===== src/pmc_map.svh =====
// register map, field positions, reset values and timing counts
`ifndef PMC_MAP_SVH
`define PMC_MAP_SVH
`define PMC_TRIG_ADDR 16'h22F0
`define PMC_CTRL_ADDR 16'h22F1
`define PMC_IVL_ADDR 16'h22F3
`define PMC_DLY_ADDR 16'h22F4
`define PMC_CPU_ADDR 16'h0087
`define PMC_CTRL_RST 8'hC8
`define PMC_DLY_RST 8'h11
`define PMC_IVL_RST 8'h01
`define PMC_TRIG_BIT 0
`define PMC_HALT_BIT 1
`define PMC_IDLE_BIT 0
`define PMC_AREG_EN_BIT 7
`define PMC_AREG_OK_EN_BIT 6
`define PMC_AREG_OK_BIT 5
`define PMC_TRIG_CYC 2
`define PMC_HW_WAKE_US 1001
`define PMC_CLK_MHZ 40
`define PMC_HW_WAKE_CYC (`PMC_HW_WAKE_US * `PMC_CLK_MHZ)
`endif


===== src/pmc_pkg.sv =====
// types of the power mode controller
package pmc_pkg;
   typedef enum logic [1:0] {
      NORMAL_RUN = 2'h0,
      LIGHT_SLEEP = 2'h1,
      DEEP_SLEEP = 2'h2,
      DEEPEST_SLEEP = 2'h3
   } pmc_mode_type;
   typedef enum logic [3:0] {
      ST_RUN = 4'h1,
      ST_ARM = 4'h2,
      ST_SLEEP = 4'h4,
      ST_WAKE = 4'h8
   } pmc_fsm_type;
   // pin order: 0 hardware wake, 1 external irq, 2 timer irq, 3 tick
   typedef struct packed {
      logic [3:0] s1;
      logic [3:0] s2;
      logic [3:0] s3;
      logic [3:0] f;
   } pmc_sync_type;
   typedef struct packed {
      pmc_fsm_type st;
      logic [7:0] ctrl;
      logic [7:0] dly;
      logic [7:0] ivl;
      logic trig;
      logic trig_cnt;
      logic halt;
      logic idle;
      logic cause_hw;
      logic tick;
      logic [15:0] cnt;
      logic [7:0] rdata;
      pmc_sync_type sy;
      logic areg;
      logic dreg;
      logic osc;
      logic stim;
      logic hold;
      logic cpu_clk;
      logic core_clk;
      logic periph_clk;
   } pmc_regs_type;
endpackage : pmc_pkg


===== src/pmc_power_mode_controller.sv =====
// chip power mode controller with cpu halt and idle clock gating
// What this block does
// - two-bit mode field: 0 normal run, 1..3 the three sleep modes.
// - modes 1,2 wake on reset, timer or external irq; mode 3 no timer.
// - supplies, oscillator and sleep timer gated per mode.
// - hardware reset wake resumes after about 1001 us.
// - timer wake latency from interval and delay; delay at least 0x11 (not clamped here: any written value is used).
// - timer wake from mode 1 or 2 takes about 534 us at least.
// - instruction fetch held off for the wake delay after any sleep.
// - cpu halt bit stops every cpu clock.
// - a wake-enabled interrupt ends cpu halt.
// - idle bit stops core clocks, peripherals keep running.
// - a non-timer non-external interrupt clears idle.
// - trigger bit clears itself two cycles after the write.
//
// Local design decision: the address-and-strobe port.
`timescale 1ns/1ps
`default_nettype none
`include "pmc_map.svh"
module pmc_power_mode_controller
   import pmc_pkg::*;
#(
   parameter int HW_WAKE_CYC = `PMC_HW_WAKE_CYC
) (
   input wire logic SYS_CLK,
   input wire logic RST,
   input wire logic [15:0] ADDR,
   input wire logic [7:0] WDATA,
   input wire logic WR,
   input wire logic RD,
   output logic [7:0] RDATA,
   input wire logic HW_WAKE,
   input wire logic EXT_WAKE,
   input wire logic TIMER_WAKE,
   input wire logic SLEEP_TICK,
   input wire logic WAKE_IRQ,
   input wire logic OTHER_IRQ,
   output logic ANALOG_REG_EN,
   output logic DIGITAL_REG_EN,
   output logic MAIN_OSC_EN,
   output logic SLEEP_TIMER_EN,
   output logic FETCH_HOLD,
   output logic CPU_CLK_EN,
   output logic CORE_CLK_EN,
   output logic PERIPH_CLK_EN,
   output logic [7:0] WAKE_INTERVAL
);
   pmc_regs_type q;
   pmc_regs_type d;
   // reset image is built from constants only, so the async branch stays clean
   localparam pmc_regs_type rst_val = '{
      st: ST_RUN,
      ctrl: `PMC_CTRL_RST,
      dly: `PMC_DLY_RST,
      ivl: `PMC_IVL_RST,
      areg: 1'b1,
      dreg: 1'b1,
      osc: 1'b1,
      stim: 1'b1,
      cpu_clk: 1'b1,
      core_clk: 1'b1,
      periph_clk: 1'b1,
      default: '0
   };
   pmc_mode_type mode;
   logic wr_trig;
   logic wr_cpu;
   logic same;

   assign mode = pmc_mode_type'(q.ctrl[1:0]);
   assign wr_trig = WR && ADDR == `PMC_TRIG_ADDR;
   assign wr_cpu = WR && ADDR == `PMC_CPU_ADDR;

   always_comb begin
      same = 1'b0;
      d = q;
      // three-stage sync; a level counts once stages two and three agree
      d.sy.s1 = {SLEEP_TICK, TIMER_WAKE, EXT_WAKE, HW_WAKE};
      d.sy.s2 = q.sy.s1;
      d.sy.s3 = q.sy.s2;
      for (int i = 0; i < 4; i++) begin
         same = q.sy.s2[i] == q.sy.s3[i];
         d.sy.f[i] = same ? q.sy.s3[i] : q.sy.f[i];
      end
      d.tick = q.sy.f[3];

      // register writes
      if (WR) begin
         case (ADDR)
            `PMC_CTRL_ADDR: begin
               d.ctrl = WDATA;
               d.ctrl[`PMC_AREG_OK_BIT] = 1'b0;
            end
            `PMC_DLY_ADDR: d.dly = WDATA;
            `PMC_IVL_ADDR: d.ivl = WDATA;
            default: ;
         endcase
      end

      // cpu halt and idle: hardware clears, a software set the same cycle wins
      if (WAKE_IRQ) begin
         d.halt = 1'b0;
      end
      if (OTHER_IRQ) begin
         d.idle = 1'b0;
      end
      if (wr_cpu) begin
         d.halt = WDATA[`PMC_HALT_BIT];
         d.idle = WDATA[`PMC_IDLE_BIT];
      end

      // chip power state machine
      case (q.st)
         ST_RUN: begin
            if (wr_trig && WDATA[`PMC_TRIG_BIT]) begin
               d.trig = 1'b1;
               d.trig_cnt = 1'b0;
               d.st = ST_ARM;
            end
         end
         ST_ARM: begin
            // trigger stands two cycles, then the selected mode is taken
            d.trig_cnt = 1'b1;
            if (q.trig_cnt) begin
               d.trig = 1'b0;
               d.st = (mode == NORMAL_RUN) ? ST_RUN : ST_SLEEP;
            end
         end
         ST_SLEEP: begin
            d.cnt = '0;
            if (q.sy.f[0] || q.sy.f[1] ||
                (q.sy.f[2] && mode != DEEPEST_SLEEP)) begin
               d.cause_hw = q.sy.f[0];
               d.st = ST_WAKE;
            end
         end
         ST_WAKE: begin
            if (q.cause_hw) begin
               // reset wake uses a fixed system clock count
               d.cnt = q.cnt + 16'h0001;
               if (q.cnt >= 16'(HW_WAKE_CYC - 1)) begin
                  d.st = ST_RUN;
               end
            end else if (q.cnt >= {8'h00, q.dly}) begin
               d.st = ST_RUN;
            end else if (q.sy.f[3] && !q.tick) begin
               // slow clock keeps running while the crystal settles
               d.cnt = q.cnt + 16'h0001;
            end
            if (d.st == ST_RUN) begin
               d.halt = 1'b0;
            end
         end
         default: d.st = ST_RUN;
      endcase

      // supply, oscillator and clock gating, registered from next state
      d.areg = d.ctrl[`PMC_AREG_EN_BIT];
      d.dreg = 1'b1;
      d.osc = 1'b1;
      d.stim = 1'b1;
      if (d.st == ST_SLEEP) begin
         d.areg = 1'b0;
         d.osc = 1'b0;
         d.dreg = mode == LIGHT_SLEEP;
         d.stim = mode != DEEPEST_SLEEP;
      end
      d.hold = d.st != ST_RUN;
      d.cpu_clk = !d.halt && !d.hold;
      d.core_clk = !d.halt && !d.idle && !d.hold;
      d.periph_clk = !d.halt && !d.hold;

      // read data stands one cycle after the strobe, unmapped reads zero
      d.rdata = 8'h00;
      if (RD) begin
         case (ADDR)
            `PMC_TRIG_ADDR: d.rdata = {7'h00, q.trig};
            `PMC_CTRL_ADDR: begin
               d.rdata = q.ctrl;
               d.rdata[`PMC_AREG_OK_BIT] =
                  q.areg && q.ctrl[`PMC_AREG_OK_EN_BIT];
            end
            `PMC_IVL_ADDR: d.rdata = q.ivl;
            `PMC_DLY_ADDR: d.rdata = q.dly;
            `PMC_CPU_ADDR: d.rdata = {6'h00, q.halt, q.idle};
            default: d.rdata = 8'h00;
         endcase
      end
   end

   always_ff @(posedge SYS_CLK or posedge RST) begin
      if (RST) begin
         q <= rst_val;
      end else begin
         q <= d;
      end
   end

   assign RDATA = q.rdata;
   assign ANALOG_REG_EN = q.areg;
   assign DIGITAL_REG_EN = q.dreg;
   assign MAIN_OSC_EN = q.osc;
   assign SLEEP_TIMER_EN = q.stim;
   assign FETCH_HOLD = q.hold;
   assign CPU_CLK_EN = q.cpu_clk;
   assign CORE_CLK_EN = q.core_clk;
   assign PERIPH_CLK_EN = q.periph_clk;
   assign WAKE_INTERVAL = q.ivl;
endmodule : pmc_power_mode_controller
`default_nettype wire


===== config.mk =====
export PLATFORM = sky130hd
export DESIGN_NAME = pmc_power_mode_controller
export DESIGN_NICKNAME = d
export VERILOG_FILES = /design/src/pmc_pkg.sv /design/src/pmc_power_mode_controller.sv
export VERILOG_INCLUDE_DIRS = /design/src
export SDC_FILE = /design/constraint.sdc
export NUM_CORES = 1
export LEC_CHECK = 0
export ABC_CLOCK_PERIOD_IN_PS = 3400
export BUFFER_PORTS_ARGS = -buffer_cell sky130_fd_sc_hd__buf_4
export CORE_MARGIN = 2
export CORE_UTILIZATION = 57
export DETAILED_ROUTE_END_ITERATION = 8
export PLACE_DENSITY = 0.9
export SETUP_SLACK_MARGIN = 0.3
export SKIP_CTS_REPAIR_TIMING = 1
export SKIP_LAST_GASP = 1
export SLEW_MARGIN = 10
export SYNTH_ARGS = -nofsm -noshare
export SYNTH_HDL_FRONTEND = slang
export SYNTH_SLANG_ARGS = --single-unit

===== constraint.sdc =====
create_clock -name SYS_CLK -period 3.4 [get_ports SYS_CLK]
set_input_delay 0.17 -clock SYS_CLK [delete_from_list [all_inputs] [get_ports SYS_CLK]]
set_output_delay 0.17 -clock SYS_CLK [all_outputs]
set_load 0.005 [all_outputs]

* Yosys cells after proc, flatten, opt, wreduce, memory -nomap -nowiden
Index checks and enable logic that the tools add are counted.
W data, S select, Z words.
** Storage, ports and cells
- Register bits :: 80
- Logic and storage cells :: 105
- Output and inout bits :: 24
** Cells by class
- Equality and inequality tests :: 22
- Multiplexer cells :: 28
- Reduce and logical (&&, ||, !) cells :: 25
- Magnitude comparators :: 2
- $add $sub $neg :: 1
** Operators by type and width (number)
- $eq A16 B14 Y1 const B :: 4
- $mux W16 :: 3
- $pmux W8 S5 :: 1
- $mux W4 :: 8
- $mux W8 :: 4
- $pmux W16 S2 :: 1
- $mux W24 :: 1
- $add A16 B1 Y16 const B :: 1
- $eq A16 B8 Y1 const B :: 1
- $ge A16 B16 Y1 const B :: 1
- $ge A16 B8 Y1 :: 1
- $pmux W4 S4 :: 1
- $reduce_and A2 Y1 :: 5
- $logic_and A1 B1 Y1 :: 9
- $eq A4 B1 Y1 const B :: 2
- $eq A4 B3 Y1 const B :: 2
- $ne A2 B2 Y1 const B :: 3
- $ne A3 B3 Y1 const B :: 2
- $reduce_and A3 Y1 :: 2
- $mux W1 :: 5
- $eq A1 B1 Y1 :: 4
- $eq A4 B2 Y1 const B :: 1
- $eq A4 B4 Y1 const B :: 1
- $logic_not A1 Y1 :: 4
- 8 further kinds :: 11

* Logic depth before layout (Yosys ltp)
Gate-level depths: netlist of run 1.
- Depth in word-level cells :: 10
- Depth in mapped cells :: 9
- Mapped depth without buffers :: 8

* Worst setup path before layout of run 1
Ideal clock, no wire load.
- Kind :: flip-flop to flip-flop
- From :: register q[62] (netlist bit)
- To :: register q[81] (netlist bit)
- Stages on the path, launching flop included :: 8
- Path buffers :: 0
- Data arrival time :: 2227 ps
- Setup slack :: 1079 ps
- Period minus slack after synthesis :: 2321 ps
- Cell sequence :: dfstp_2 > ha_1 > nand2b_1 > a2111o_1 > a21oi_2 > o22ai_1 > or3b_2 > a211oi_1
** RTL lines
- start, declared :: RTL line pmc_power_mode_controller.sv:48 : pmc_regs_type q;
- start signal, assigned :: RTL line pmc_power_mode_controller.sv:193 : q <= rst_val;

* Worst setup path after layout of run 1
- From :: register q[62] (netlist bit)
- To :: register q[47] (netlist bit)
** On the way
- Word-level cells in the longest chain between the ends :: 3
** RTL lines
- $ge A16 B8 Y1 :: RTL line pmc_power_mode_controller.sv:144 : end else if (q.cnt >= {8'h00, q.dly}) begin
- $ne A3 B3 Y1 (no source line)
- $reduce_and A3 Y1 (no source line)
No other way between the ends.
A chain may end at the register's enable or synchronous reset.

==> results.md, run 1 <==
- Outcome: complete, but fails checks
- Failing checks: negative hold slack
- Clock net sink count: 80
- Iteration-0 DRC Markers: 225
- Dominant combinational cell family by area after synthesis: simple AND/OR/NAND/NOR gates
- Crit start category: flip-flop
- Clock network latency to the later pin of the worst-skew pair: 0.35 ns
- Average vias per placed instance: 6.10
- CTS tree: done
- Pin count of the biggest net entering global routing: 57
- Kind of path behind the tightest hold check: in -> async
- Starting Density: 0.598
- Number of flops mapped to enable cells by yosys: 0
- GR Util All Layers: 0.249
- Global route overflow: 0
- DR vias: 2853
- Req. time, crit path: 3.68 ns
- Kind of critical path: reg -> reg
- Final GP Congestion: 0.814
- Global routing usage on met3: 0.0731
- Total number of cells along the worst setup path: 7
- Area fraction in compound gates after synthesis: 0.111
- Unrepaired setup endpoints after global routing: no
- Final-layout worst hold slack: -0.000543 ns
- Proportion of synthesized chip area in sequential cells: 0.526
- Share of synthesized cell area in full adder, half adder and majority cells: 0.0398
- Fraction of met1 tracks used by global routing: 0.312
- Library cell contributing the largest single delay on the critical path: dfstp_2
- RR Startpoint: q[62]
- Number of hold violations in the final report: 1
- Antenna violation net count after detailed routing: 0
- Syn_nets: 380
- CTS H-tree depth: 3
- Number of standard cells in the final layout excluding fillers: 468
- Post-route setup TNS: 0 ns
- TritonCTS Buffers: 9
- Capture instance of the worst register-to-register path: q[47]
- Max capacitance violation total: 0
- Transition time of the tightest slew-check pin: 1.22 ns
- Final HPWL from detailed placement: 5.62 mm
- Number of rows created at floorplan: 29
- Crit path time final: 2.63 ns
- # placed instances: 448
- Primary FF master, synth: dfrtp_1
- Multi-input combinational cell area: 1590 um^2
- Critical Path Fanout Max: 13
- First-pass iteration count of the detailed router: 5
- Detailed-route wire length per cell: 18.3 um
- Clock Skews: 0.00778 ns
- Depth of the worst register-to-register path: 7
- Share of async-settable or async-resettable flops after synthesis: 1.00
- Worst EP arrival: 2.90 ns
- Power density over cell area: 424 nW/um^2
- Highest attainable clock frequency: 381 MHz
- Wire length after detailed routing: 8.56 mm
- Setup violations, final: 0
- Global routing's busiest layer: met2
- Antenna diode count: 0
- Horizontal extent of the die: 86.1 um
- Die height: 86.1 um
- Die Outline Area: 7410 um^2
- CP cell instances: ha_1, nand2b_1, a2111o_1, a21oi_2, o211ai_2, or4_1, a21oi_1
- Cell count after synthesis: 337
- Ratio of final minimum period to clock period: 0.773
- Yosys Warn Count: 0
- Core Area: 6420 um^2
- Area of the mapped netlist: 3840 um^2
- Post-synthesis xor/xnor area fraction: 0.00456
- Number of buffers and inverters on the critical path: 0
- Area Growth Syn to Fin: 17.6%
- Fill cell total of the finished layout: 416
- Avg Cell Area, Syn: 11.4 um^2
- Relative max-transition margin: 0.178
- Cell family contributing the most delay on the critical path: compound AO/OA/AOI/OAI gates
- Clock transition at the registers of the reported paths: 0.08 ns
- Wire length of the first global-routing pass: 14.1 mm
- NumNets Final: 429
- Number of global-route vias before repair: 2876
- Share of synthesized area spent on multiplexers: 0.0912
- Seq. cell area: 2020 um^2
- Final number of max-transition violations: 0
- Number of distinct library cells after synthesis: 64
- Deepest clock path buffer count: 2
- Fraction of layout instances using a drive strength above 1: 0.343
- Share of synthesized cell area in and, or, nand and nor gates: 0.166
- Number of buffer cells added on primary ports: 57
- DRC violation count after routing: 0
- Met2 Track Usage GR: 0.407
- Standby leakage power: 2.03 nW
- Number of flip-flops and latches in the synthesized netlist: 80
- Initial antenna violation count: 0
- Largest vdd supply drop: 0.000372 V
- Longest individual stage delay on the worst path: 0.55 ns
- Endpoint class of the critical path: flip-flop
- CTS root buf: clkbuf_8
- Worst R2R Setup Slack: 0.77 ns
- Number of I/O pins: 58
state kept, by name, summed over array words and instances (netlist names):
name	cells
q	46
d	9
RDATA	8
WAKE_INTERVAL	8
mode	2
ANALOG_REG_EN	1
CORE_CLK_EN	1
DIGITAL_REG_EN	1
FETCH_HOLD	1
MAIN_OSC_EN	1
PERIPH_CLK_EN	1
SLEEP_TIMER_EN	1
worst reg2reg max path, delay by kind of cell (launching register included):
| family | cells | cell delay [ns] |
|---|---|---|
| DFF | 1 | 0.55 |
| AOI/OAI and AO/OA | 4 | 1.11 |
| adders and majority gates | 1 | 0.22 |
| and+or+nand+nor | 2 | 0.68 |
kinds of logic (layout without fill, tap and decap cells):
group / after synthesis / in the layout
flops: 80 / 80
simple gates: 103 / 103
buf+inv: 44 / 98
fa+ha+maj: 13 / 13
compound gates: 64 / 64
xor+xnor: 2 / 2
mux: 31 / 31
layout by cell type (no fill, tap or decap), types with 4 or more instances in the layout:
master | netlist | layout
buf_4 | 17 | 60
ha_1 | 9 | 9
a21oi_1 | 13 | 13
dlygate4sd3_1 | 0 | 4
dfrtp_1 | 67 | 67
o21ai_0 | 20 | 20
and2_1 | 4 | 4
a22oi_1 | 5 | 5
nand2_1 | 22 | 22
nand2b_1 | 4 | 4
or3_1 | 10 | 10
nor2_1 | 14 | 14
nor2b_1 | 5 | 5
inv_1 | 18 | 17
nand3_1 | 9 | 9
clkbuf_8 | 0 | 10
mux2_2 | 28 | 28
maj3_1 | 4 | 4
dfstp_2 | 13 | 13
metal layers:
layer | wire length (um) | share of wire
met1 | 3520 | 0.41
met2 | 4330 | 0.51
met3 | 480 | 0.056
met4 | 231 | 0.027
met5 | 0 | 0
stage by stage:
| stage | util | hold WS [ns] | total power [mW] | cell area, um^2 | setup slack, ns |
|---|---|---|---|---|---|
| 6_report | 0.703 | -0.000543 | 1.92 | 4510 | 0.773 |
| 3_5_place_dp | 0.657 | 0.281 | 1.07 | 4220 | 0.823 |
| 2_1_floorplan | - | 0.201 | 1.02 | 3840 | 1.08 |
| 3_3_place_gp | 0.657 | 0.279 | 1.06 | 4220 | 0.923 |
| 5_1_grt | 0.703 | 0.0375 | 1.98 | 4510 | 0.562 |
| 4_1_cts | 0.696 | -0.0900 | 1.92 | 4470 | 0.781 |
worst max path at each step:
| stage | from | end | slack (ns) |
|---|---|---|---|
| 2_1_floorplan | q[62] | q[81] | 1.08 |
| 3_3_place_gp | q[62] | q[47] | 0.92 |
| 3_5_place_dp | q[62] | q[47] | 0.82 |
| 4_1_cts | q[62] | q[47] | 0.78 |
| 5_1_grt | q[32] | q[47] | 0.56 |
| 6_report | q[62] | q[47] | 0.77 |
power breakdown:
group | leakage, nW | internal (mW) | switching (mW)
registers | 1.02 | 0.965 | 0.00627
clock network | 0.123 | 0.511 | 0.352
logic | 0.893 | 0.0391 | 0.0430
total | 2.03 | 1.52 | 0.401
synthesized netlist by cell type (2+ instances only):
master / number / share of area
dfrtp_1: 67 / 0.44
mux2_2: 28 / 0.082
nand2_1: 22 / 0.022
o21ai_0: 20 / 0.026
inv_1: 18 / 0.018
buf_4: 17 / 0.033
nor2_1: 14 / 0.014
a21oi_1: 13 / 0.017
dfstp_2: 13 / 0.089
or3_1: 10 / 0.016
ha_1: 9 / 0.029
nand3_1: 9 / 0.012
a22oi_1: 5 / 0.0098
clkbuf_1: 5 / 0.0049
nor2b_1: 5 / 0.0081
and2_1: 4 / 0.0065
maj3_1: 4 / 0.010
nand2b_1: 4 / 0.0065
a22o_1: 3 / 0.0068
and3_1: 3 / 0.0049
buf_2: 3 / 0.0039
nand4_1: 3 / 0.0049
nor3_1: 3 / 0.0039
nor4b_1: 3 / 0.0068
o211ai_1: 3 / 0.0059
or4_1: 3 / 0.0059
a211oi_1: 2 / 0.0039
a222oi_1: 2 / 0.0052
mux2i_1: 2 / 0.0052
nand2_2: 2 / 0.0033
nor4_1: 2 / 0.0033
o21a_1: 2 / 0.0039
o22ai_1: 2 / 0.0033
o31ai_1: 2 / 0.0039
final cells by class:
| cell class | instances | share of cell area |
|---|---|---|
| Clock buffer | 10 | 0.0305 |
| Clock inverter | 6 | 0.0255 |
| Inverter | 18 | 0.0152 |
| Multi-Input combinational cell | 213 | 0.352 |
| Sequential cell | 80 | 0.447 |
| Tap cell | 77 | 0.0213 |
| Timing Repair Buffer | 64 | 0.109 |
Power figures use the tool's default switching activity.
==> inputs of run 2 (changes only) <==
--- a/config.mk
+++ b/config.mk
@@ -6,12 +6,13 @@
 export SDC_FILE = /design/constraint.sdc
 export NUM_CORES = 1
 export LEC_CHECK = 0
-export ABC_CLOCK_PERIOD_IN_PS = 3400
+export ABC_AREA = 1
+export ABC_CLOCK_PERIOD_IN_PS = 2200
 export BUFFER_PORTS_ARGS = -buffer_cell sky130_fd_sc_hd__buf_4
 export CORE_MARGIN = 2
-export CORE_UTILIZATION = 57
+export CORE_UTILIZATION = 52
 export DETAILED_ROUTE_END_ITERATION = 8
-export PLACE_DENSITY = 0.9
+export PLACE_DENSITY = 0.86
 export SETUP_SLACK_MARGIN = 0.3
 export SKIP_CTS_REPAIR_TIMING = 1
 export SKIP_LAST_GASP = 1
==> constraint.sdc (replaced) <==
create_clock -name SYS_CLK -period 2.2 [get_ports SYS_CLK]
set_input_delay 0.11 -clock SYS_CLK [delete_from_list [all_inputs] [get_ports SYS_CLK]]
set_output_delay 0.11 -clock SYS_CLK [all_outputs]
set_load 0.005 [all_outputs]
==> run 2 against run 1 <==
Effect of this change:
- the run now ends clean
- sequential share of layout area decreased by 5.6 points
- first-iteration DRC count is 15% lower
- routed wire length increased by 15%
- count of clock-buffer cells in the layout decreased by 1
- synthesized area increased by 9.7%
- sequential power grew 54%
- combinational power increased by 84%
- global-route usage decreased by 3.5 points
- die area is 19% higher
- sequential cell count did not move
- critical path depth rose by 5
==> results.md, run 2 <==
- Final HPWL from detailed placement: 6.33 mm (+13%)
- Top post-synthesis cells by count: 110 x nand2_1, 67 x dfrtp_1, 54 x inv_1, 34 x nor2_1, 28 x o21ai_1
- Average vias per placed instance: 5.45 (-11%)
- DR vias: 3588 (+26%)
- Horizontal extent of the die: 94.0 um (+9.2%)
- Global route overflow: 0 (unchanged)
- Number of flip-flops and latches in the synthesized netlist: 80 (unchanged)
- Cell-internal power: 2.10 mW (+38%)
- Number of buffers and inverters on the critical path: 1 (+1)
- Post-route setup TNS: 0 ns (unchanged)
- DRC violation count after routing: 0 (unchanged)
- Cell count after synthesis: 484 (+44%)
- Crit path time final: 1.99 ns (-0.636 ns)
- Fraction of layout instances using a drive strength above 1: 0.324 (-0.0190)
- Endpoint class of the critical path: flip-flop
- Number of flip-flops in the largest register: 46 (unchanged)
- Clock Skews: 0.0111 ns (+0.00336 ns)
- Library cell contributing the largest single delay on the critical path: dfrtp_1
- Cell family contributing the most delay on the critical path: simple AND/OR/NAND/NOR gates
- Net switching power: 0.671 mW (+67%)
- Area Growth Syn to Fin: 22.7%
- CP cell instances: ha_1, nand2_1, nor2_1, nand2_1, nand2_1, nor2_1, nand2_1, nand3_2, nand2_4, buf_8, nand2_1, o21ai_1
- Clock power frac: 0.404 (-0.046)
- Max capacitance violation total: 0 (unchanged)
- Final number of max-transition violations: 0 (unchanged)
- Longest individual stage delay on the worst path: 0.49 ns (-0.06 ns)
- Avg Cell Area, Syn: 8.70 um^2 (-24%)
- Relative max-transition margin: 0.717 (+0.539)
- Power density over cell area: 536 nW/um^2 (+26%)
- Pin count of the biggest net entering global routing: 81 (+42%)
- Proportion of synthesized chip area in sequential cells: 0.479 (-0.0464)
- Iteration-0 DRC Markers: 192 (-15%)
- Critical Path Fanout Max: 7 (-6)
- Wire length of the first global-routing pass: 14.5 mm (+2.7%)
- CTS H-tree depth: 3 (unchanged)
- Number of rows created at floorplan: 32 (+10%)
- Initial antenna violation count: 0 (unchanged)
- Most Frequent Cell on Critical Path: nand2_1
- Clock net sink count: 80 (unchanged)
- Worst EP arrival: 2.30 ns (-0.60 ns)
- Most frequent standard cell in the layout excluding fill and tap cells: nand2_1
- Number of standard cells in the final layout excluding fillers: 658 (+41%)
- Number of distinct library cells after synthesis: 41 (-36%)
- Starting Density: 0.542 (-0.0557)
- Worst setup margin: 0.209 ns (-0.564 ns)
- Worst-case setup slack after placement: 0.291 ns (-0.533 ns)
- Crit start category: flip-flop
- Transition time of the tightest slew-check pin: 0.421 ns (-0.802 ns)
- Unrepaired setup endpoints after global routing: yes
- Req. time, crit path: 2.50 ns (-1.18 ns)
- Top cell type's share of synthesized area: 0.398 (-0.0385)
- Area of the mapped netlist: 4210 um^2 (+9.7%)
- Number of flops mapped to enable cells by yosys: 0 (unchanged)
- Cell count of the worst hold path: 3
- Share of async-settable or async-resettable flops after synthesis: 1.00 (unchanged)
- Deepest clock path buffer count: 2 (unchanged)
- Final GP Congestion: 0.884 (+8.5%)
- Core Area: 7770 um^2 (+21%)
- Register containing the most flip-flops in the final layout: q
- Highest attainable clock frequency: 502 MHz (+32%)
- Detailed-route wire length per cell: 15.0 um (-18%)
- # placed instances: 624 (+39%)
- Antenna violation net count after detailed routing: 0 (unchanged)
- Number of buffer cells added on primary ports: 57 (unchanged)
- Power share of the sequential group: 0.542 (+0.035)
- Largest vdd supply drop: 0.000523 V (+41%)
- Primary FF master, synth: dfrtp_1
- Cell with the most instances after synthesis: nand2_1
- Commonest cells after routing, fill and taps aside: 97 x nand2_1, 64 x dfrtp_1, 63 x buf_4, 51 x inv_1, 33 x nor2_1
- Standby leakage power: 2.50 nW (+23%)
- CTS root buf: clkbuf_8
- First-pass iteration count of the detailed router: 5 (unchanged)
- Antenna diode count: 0 (unchanged)
- GR Util All Layers: 0.214 (-0.0351)
- Yosys Warn Count: 0 (unchanged)
- Ratio of final minimum period to clock period: 0.905 (+0.132)
- Number of hold violations in the final report: 0 (-1)
- Clock transition at the registers of the reported paths: 0.09 ns (about the same)
- Number of I/O pins: 58 (unchanged)
- Largest area contributor in the synthesized netlist: dfrtp_1
- Setup violations, final: 0 (unchanged)
- Kind of path behind the tightest hold check: in -> reg
- Syn_nets: 527 (+39%)
- Area contributors post-synth: dfrtp_1 40%, nand2_1 9.8%, dfstp_2 8.1%, inv_1 4.8%, o21ai_1 3.3%
- Kind of critical path: reg -> reg
- NumNets Final: 594 (+38%)
- CTS tree: done
- Die Outline Area: 8840 um^2 (+19%)
- Depth of the worst register-to-register path: 12 (+5)
- Die height: 94.0 um (+9.2%)
- Switching part of the total power: 0.242 (+0.0331)
- Wire length after detailed routing: 9.87 mm (+15%)
- Part of the power in combinational logic: 0.054 (+0.011)
- Total number of cells along the worst setup path: 12 (+5)
- Number of global-route vias before repair: 3205 (+11%)
- Outcome: complete, no violations
- TritonCTS Buffers: 9 (unchanged)
- Clock network latency to the later pin of the worst-skew pair: 0.37 ns (+0.02 ns)
==> run 2: cell types whose count changed after synthesis, moves of 17 or more <==
cell / change
nor2_1: +20
nand3_1: +17
mux2_2: -28
o21ai_1: +28
nand2_1: +88
inv_1: +36
==> run 2: cells by family (layout without fill, tap and decap cells) <==
kind of cell / count (synthesis) / after routing / synth area share
xor+xnor: 8 / 8 / 0.0166
simple gates: 229 / 229 / 0.271
flops: 80 / 80 / 0.479
mux: 1 / 1 / 0.00356
compound gates: 73 / 73 / 0.0989
fa+ha+maj: 13 / 13 / 0.0362
buf+inv: 80 / 152 / 0.0948
==> run 2: final timing paths <==
kind / slack, ns / endpoint / from
setup / recovery: 0.21 / q[35] / q[35]
setup reg to reg: 0.21 / q[35] / q[35]
max in group asynchronous: 1.42 / q[62] / RST
hold / removal: 0.006 / q[63] / WDATA[1]
hold reg to reg: 0.35 / d[15] / d[19]
min in group asynchronous: 0.39 / d[19] / RST
==> run 2: metal layers <==
metal / GRT usage / wire length, um
met3: 0.0634 / 790
met5: 0 / 0
met2: 0.349 / 4880
met4: 0.0809 / 313
met1: 0.268 / 3880
==> run 2: area by class of cell <==
class	instances	area, um^2
fillers	604	2600
repair buffers	80	699
flip-flops and latches	80	2020
well taps	102	128
multi-input cells	324	1900
inverters	56	214
clock inverters	7	78.8
clock buffers	9	124
==> run 2: power groups by stage <==
| stage | clock [mW] | sequential (mW) | combinational, mW |
|---|---|---|---|
| floorplan | 0 | 1.53 | 0.0602 |
| global placement | 0 | 1.53 | 0.133 |
| detailed placement | 0 | 1.53 | 0.136 |
| CTS | 1.13 | 1.50 | 0.137 |
| global route | 1.21 | 1.50 | 0.168 |
| finish | 1.12 | 1.50 | 0.151 |
==> run 2: stage by stage <==
step	util	cell area, um^2	power (mW)	hold slack [ns]
after global placement	0.598	4640	1.66	0.220
after detailed placement	0.598	4640	1.67	0.220
final	0.665	5170	2.77	0.00585
after CTS	0.624	4850	2.77	-0.169
after global routing	0.665	5170	2.88	0.0203
after floorplan	-	4220	1.59	0.141
==> run 2: worst reg2reg max path: cells and delay by family (launching register included) <==
family / cells / cell delay (ns)
compound gates: 1 / 0.09
fa+ha+maj: 1 / 0.35
buf+inv: 1 / 0.16
flops: 1 / 0.49
simple gates: 9 / 0.83
==> inputs of run 3 (changes only) <==
--- a/config.mk
+++ b/config.mk
@@ -12,7 +12,7 @@
 export CORE_MARGIN = 2
 export CORE_UTILIZATION = 52
 export DETAILED_ROUTE_END_ITERATION = 8
-export PLACE_DENSITY = 0.86
+export PLACE_DENSITY = 0.88
 export SETUP_SLACK_MARGIN = 0.3
 export SKIP_CTS_REPAIR_TIMING = 1
 export SKIP_LAST_GASP = 1
==> run 3 against run 2 <==
Effect of this change:
- the flow now finishes with violations (negative hold slack)
- first-iteration DRC count up 42%
- sequential share of layout area up 0.39 points
- via count down 0.72%
- clock skew down 0.00060 ns
- critical endpoint unchanged
==> results.md, run 3 (synthesis results as in run 2) <==
- Outcome: complete, but fails checks
- Failing checks: negative hold slack
- Relative max-transition margin: 0.551 (-0.166)
- Ratio of final minimum period to clock period: 0.857 (-0.0485)
- Average vias per placed instance: 5.44 (-0.27%)
- CTS tree: done
- Power density over cell area: 506 nW/um^2 (-5.6%)
- Number of buffer cells added on primary ports: 57 (unchanged)
- Final number of max-transition violations: 0 (unchanged)
- Register containing the most flip-flops in the final layout: q
- Transition time of the tightest slew-check pin: 0.672 ns (+0.251 ns)
- Source of the worst hold timing path: WDATA[3]
- Final GP Congestion: 0.904 (+2.3%)
- Post-Route Utilization: 0.660 (-0.00532)
- Max capacitance violation total: 0 (unchanged)
- Starting Density: 0.542 (unchanged)
- Final-layout worst hold slack: -0.00667 ns (-0.0125 ns)
- Clock transition at the registers of the reported paths: 0.09 ns (about the same)
- Number of global-route vias before repair: 3445 (+7.5%)
- Pin count of the biggest net entering global routing: 52 (-36%)
- Clock power frac: 0.364 (-0.040)
- Setup violations, final: 0 (unchanged)
- TritonCTS Buffers: 9 (unchanged)
- Number of hold violations in the final report: 2 (+2)
- Worst R2R Setup Slack: 0.32 ns (+0.11 ns)
- Core Area: 7770 um^2 (unchanged)
- Part of the power in combinational logic: 0.057 (+0.003)
- Post-Place Cell Area: 4660 um^2 (+0.27%)
- Crit path time final: 1.88 ns (-0.107 ns)
- Endpoint with the worst hold slack: q[73]
- Die height: 94.0 um (unchanged)
- Endpoint class of the critical path: flip-flop
- Power share of the sequential group: 0.579 (+0.037)
- Number of rows created at floorplan: 32 (unchanged)
- Horizontal extent of the die: 94.0 um (unchanged)
- Crit start category: flip-flop
- Deepest clock path buffer count: 2 (unchanged)
- GR Util All Layers: 0.221 (+0.00675)
- Iteration-0 DRC Markers: 272 (+42%)
- Number of flip-flops in the largest register: 46 (unchanged)
- RR Startpoint: q[66]
- Worst-case setup slack after placement: 0.360 ns (+0.0690 ns)
- NumNets Final: 591 (-0.51%)
- Largest vdd supply drop: 0.000412 V (-21%)
- Antenna violation net count after detailed routing: 0 (unchanged)
- Clock Skews: 0.0105 ns (-0.000602 ns)
- CTS H-tree depth: 3 (unchanged)
- Final HPWL from detailed placement: 6.97 mm (+10%)
- Global route overflow: 0 (unchanged)
- Highest attainable clock frequency: 531 MHz (+5.7%)
- Fill cell total of the finished layout: 600 (-0.66%)
- Clock net sink count: 80 (unchanged)
- Wire length after detailed routing: 10.1 mm (+2.2%)
- Detailed-route wire length per cell: 15.4 um (+2.7%)
- Commonest cells after routing, fill and taps aside: 104 x nand2_1, 62 x buf_4, 61 x dfrtp_1, 50 x inv_1, 33 x nor2_1
- Switching part of the total power: 0.241 (-0.00142)
- Cell count of the worst hold path: 3 (unchanged)
- Standby leakage power: 2.47 nW (-1.2%)
- DR vias: 3562 (-0.72%)
- Wire length of the first global-routing pass: 15.3 mm (+5.3%)
- Antenna diode count: 0 (unchanged)
- Number of standard cells in the final layout excluding fillers: 655 (-0.46%)
- Depth of the worst register-to-register path: 13 (+1)
- Cell area after layout: 5130 um^2 (-0.80%)
- Die Outline Area: 8840 um^2 (unchanged)
- Net switching power: 0.625 mW (-6.9%)
- Capture instance of the worst register-to-register path: q[35]
- Kind of path behind the tightest hold check: in -> reg
- First-pass iteration count of the detailed router: 5 (unchanged)
- Worst EP arrival: 2.16 ns (-0.14 ns)
- # placed instances: 624 (unchanged)
- Kind of critical path: reg -> reg
- Cell-internal power: 1.97 mW (-6.2%)
- Post-route setup TNS: 0 ns (unchanged)
- Post-route total power: 2.59 mW (-6.3%)
- Fraction of layout instances using a drive strength above 1: 0.311 (-0.0127)
- Req. time, crit path: 2.47 ns (-0.03 ns)
- Worst setup margin: 0.315 ns (+0.107 ns)
- CTS root buf: clkbuf_8
- Initial antenna violation count: 0 (unchanged)
- Critical Path Fanout Max: 5 (-2)
- Number of I/O pins: 58 (unchanged)
- Unrepaired setup endpoints after global routing: yes
- Clock network latency to the later pin of the worst-skew pair: 0.36 ns (about the same)
- DRC violation count after routing: 0 (unchanged)
- Most frequent standard cell in the layout excluding fill and tap cells: nand2_1
- Area Growth Syn to Fin: 21.7%
[run 3: cell count changes in the layout (fill, tap and decap cells not counted), sizes merged]
| cell | change |
|---|---|
| buf | -2 |
| bufinv | -1 |
| clkbuf | +3 |
| clkinv | -1 |
| clkinvlp | +2 |
| dlygate4sd3 | -2 |
| inv | -2 |
[run 3: routing by layer]
metal,wire [um],share of wire,vias up,global-route usage
li1,-,-,1673,-
met1,4010,0.40,1688,0.289
met2,5070,0.50,164,0.357
met3,686,0.068,37,0.0538
met4,324,0.032,0,0.0797
met5,0,0,-,0
[run 3: worst max path at each step]
| stage | slack (ns) | from | cells after the start | to |
|---|---|---|---|---|
| 2_1_floorplan | 0.51 | q[66] | 13 | q[43] |
| 6_report | 0.32 | q[66] | 13 | q[35] |
| 5_1_grt | 0.18 | q[66] | 13 | q[36] |
| 4_1_cts | 0.35 | q[66] | 13 | q[32] |
| 3_3_place_gp | 0.39 | q[66] | 13 | q[32] |
| 3_5_place_dp | 0.36 | q[66] | 13 | q[32] |
[run 3: area by class of cell]
cell class	instances	area, um^2	share of cell area
flip-flops and latches	80	2030	0.395
multi-input cells	324	1900	0.371
repair buffers	77	691	0.135
inverters	56	214	0.0417
clock buffers	11	131	0.0256
well taps	102	128	0.0249
clock inverters	5	33.8	0.00659
[run 3: power groups by stage]
stage               sequential (mW)  clock (mW)  combinational, mW
CTS                            1.50       0.944              0.137
global route                   1.50        1.01              0.164
detailed placement             1.53           0              0.137
floorplan                      1.53           0             0.0602
finish                         1.50       0.944              0.148
global placement               1.53           0              0.133
[run 3: critical path, cell delays in order (launching register included)]
cell and delay [ns]:
dfstp_2 0.54, inv_2 0.06, ha_4 0.27, nand2_4 0.05, nor2_4 0.09, nand2_1 0.05
nand2_1 0.05, nor2_1 0.04, nand2_1 0.09, nand3_2 0.09, nand2_4 0.16, clkbuf_16 0.17
nand2_1 0.04, o21ai_1 0.09
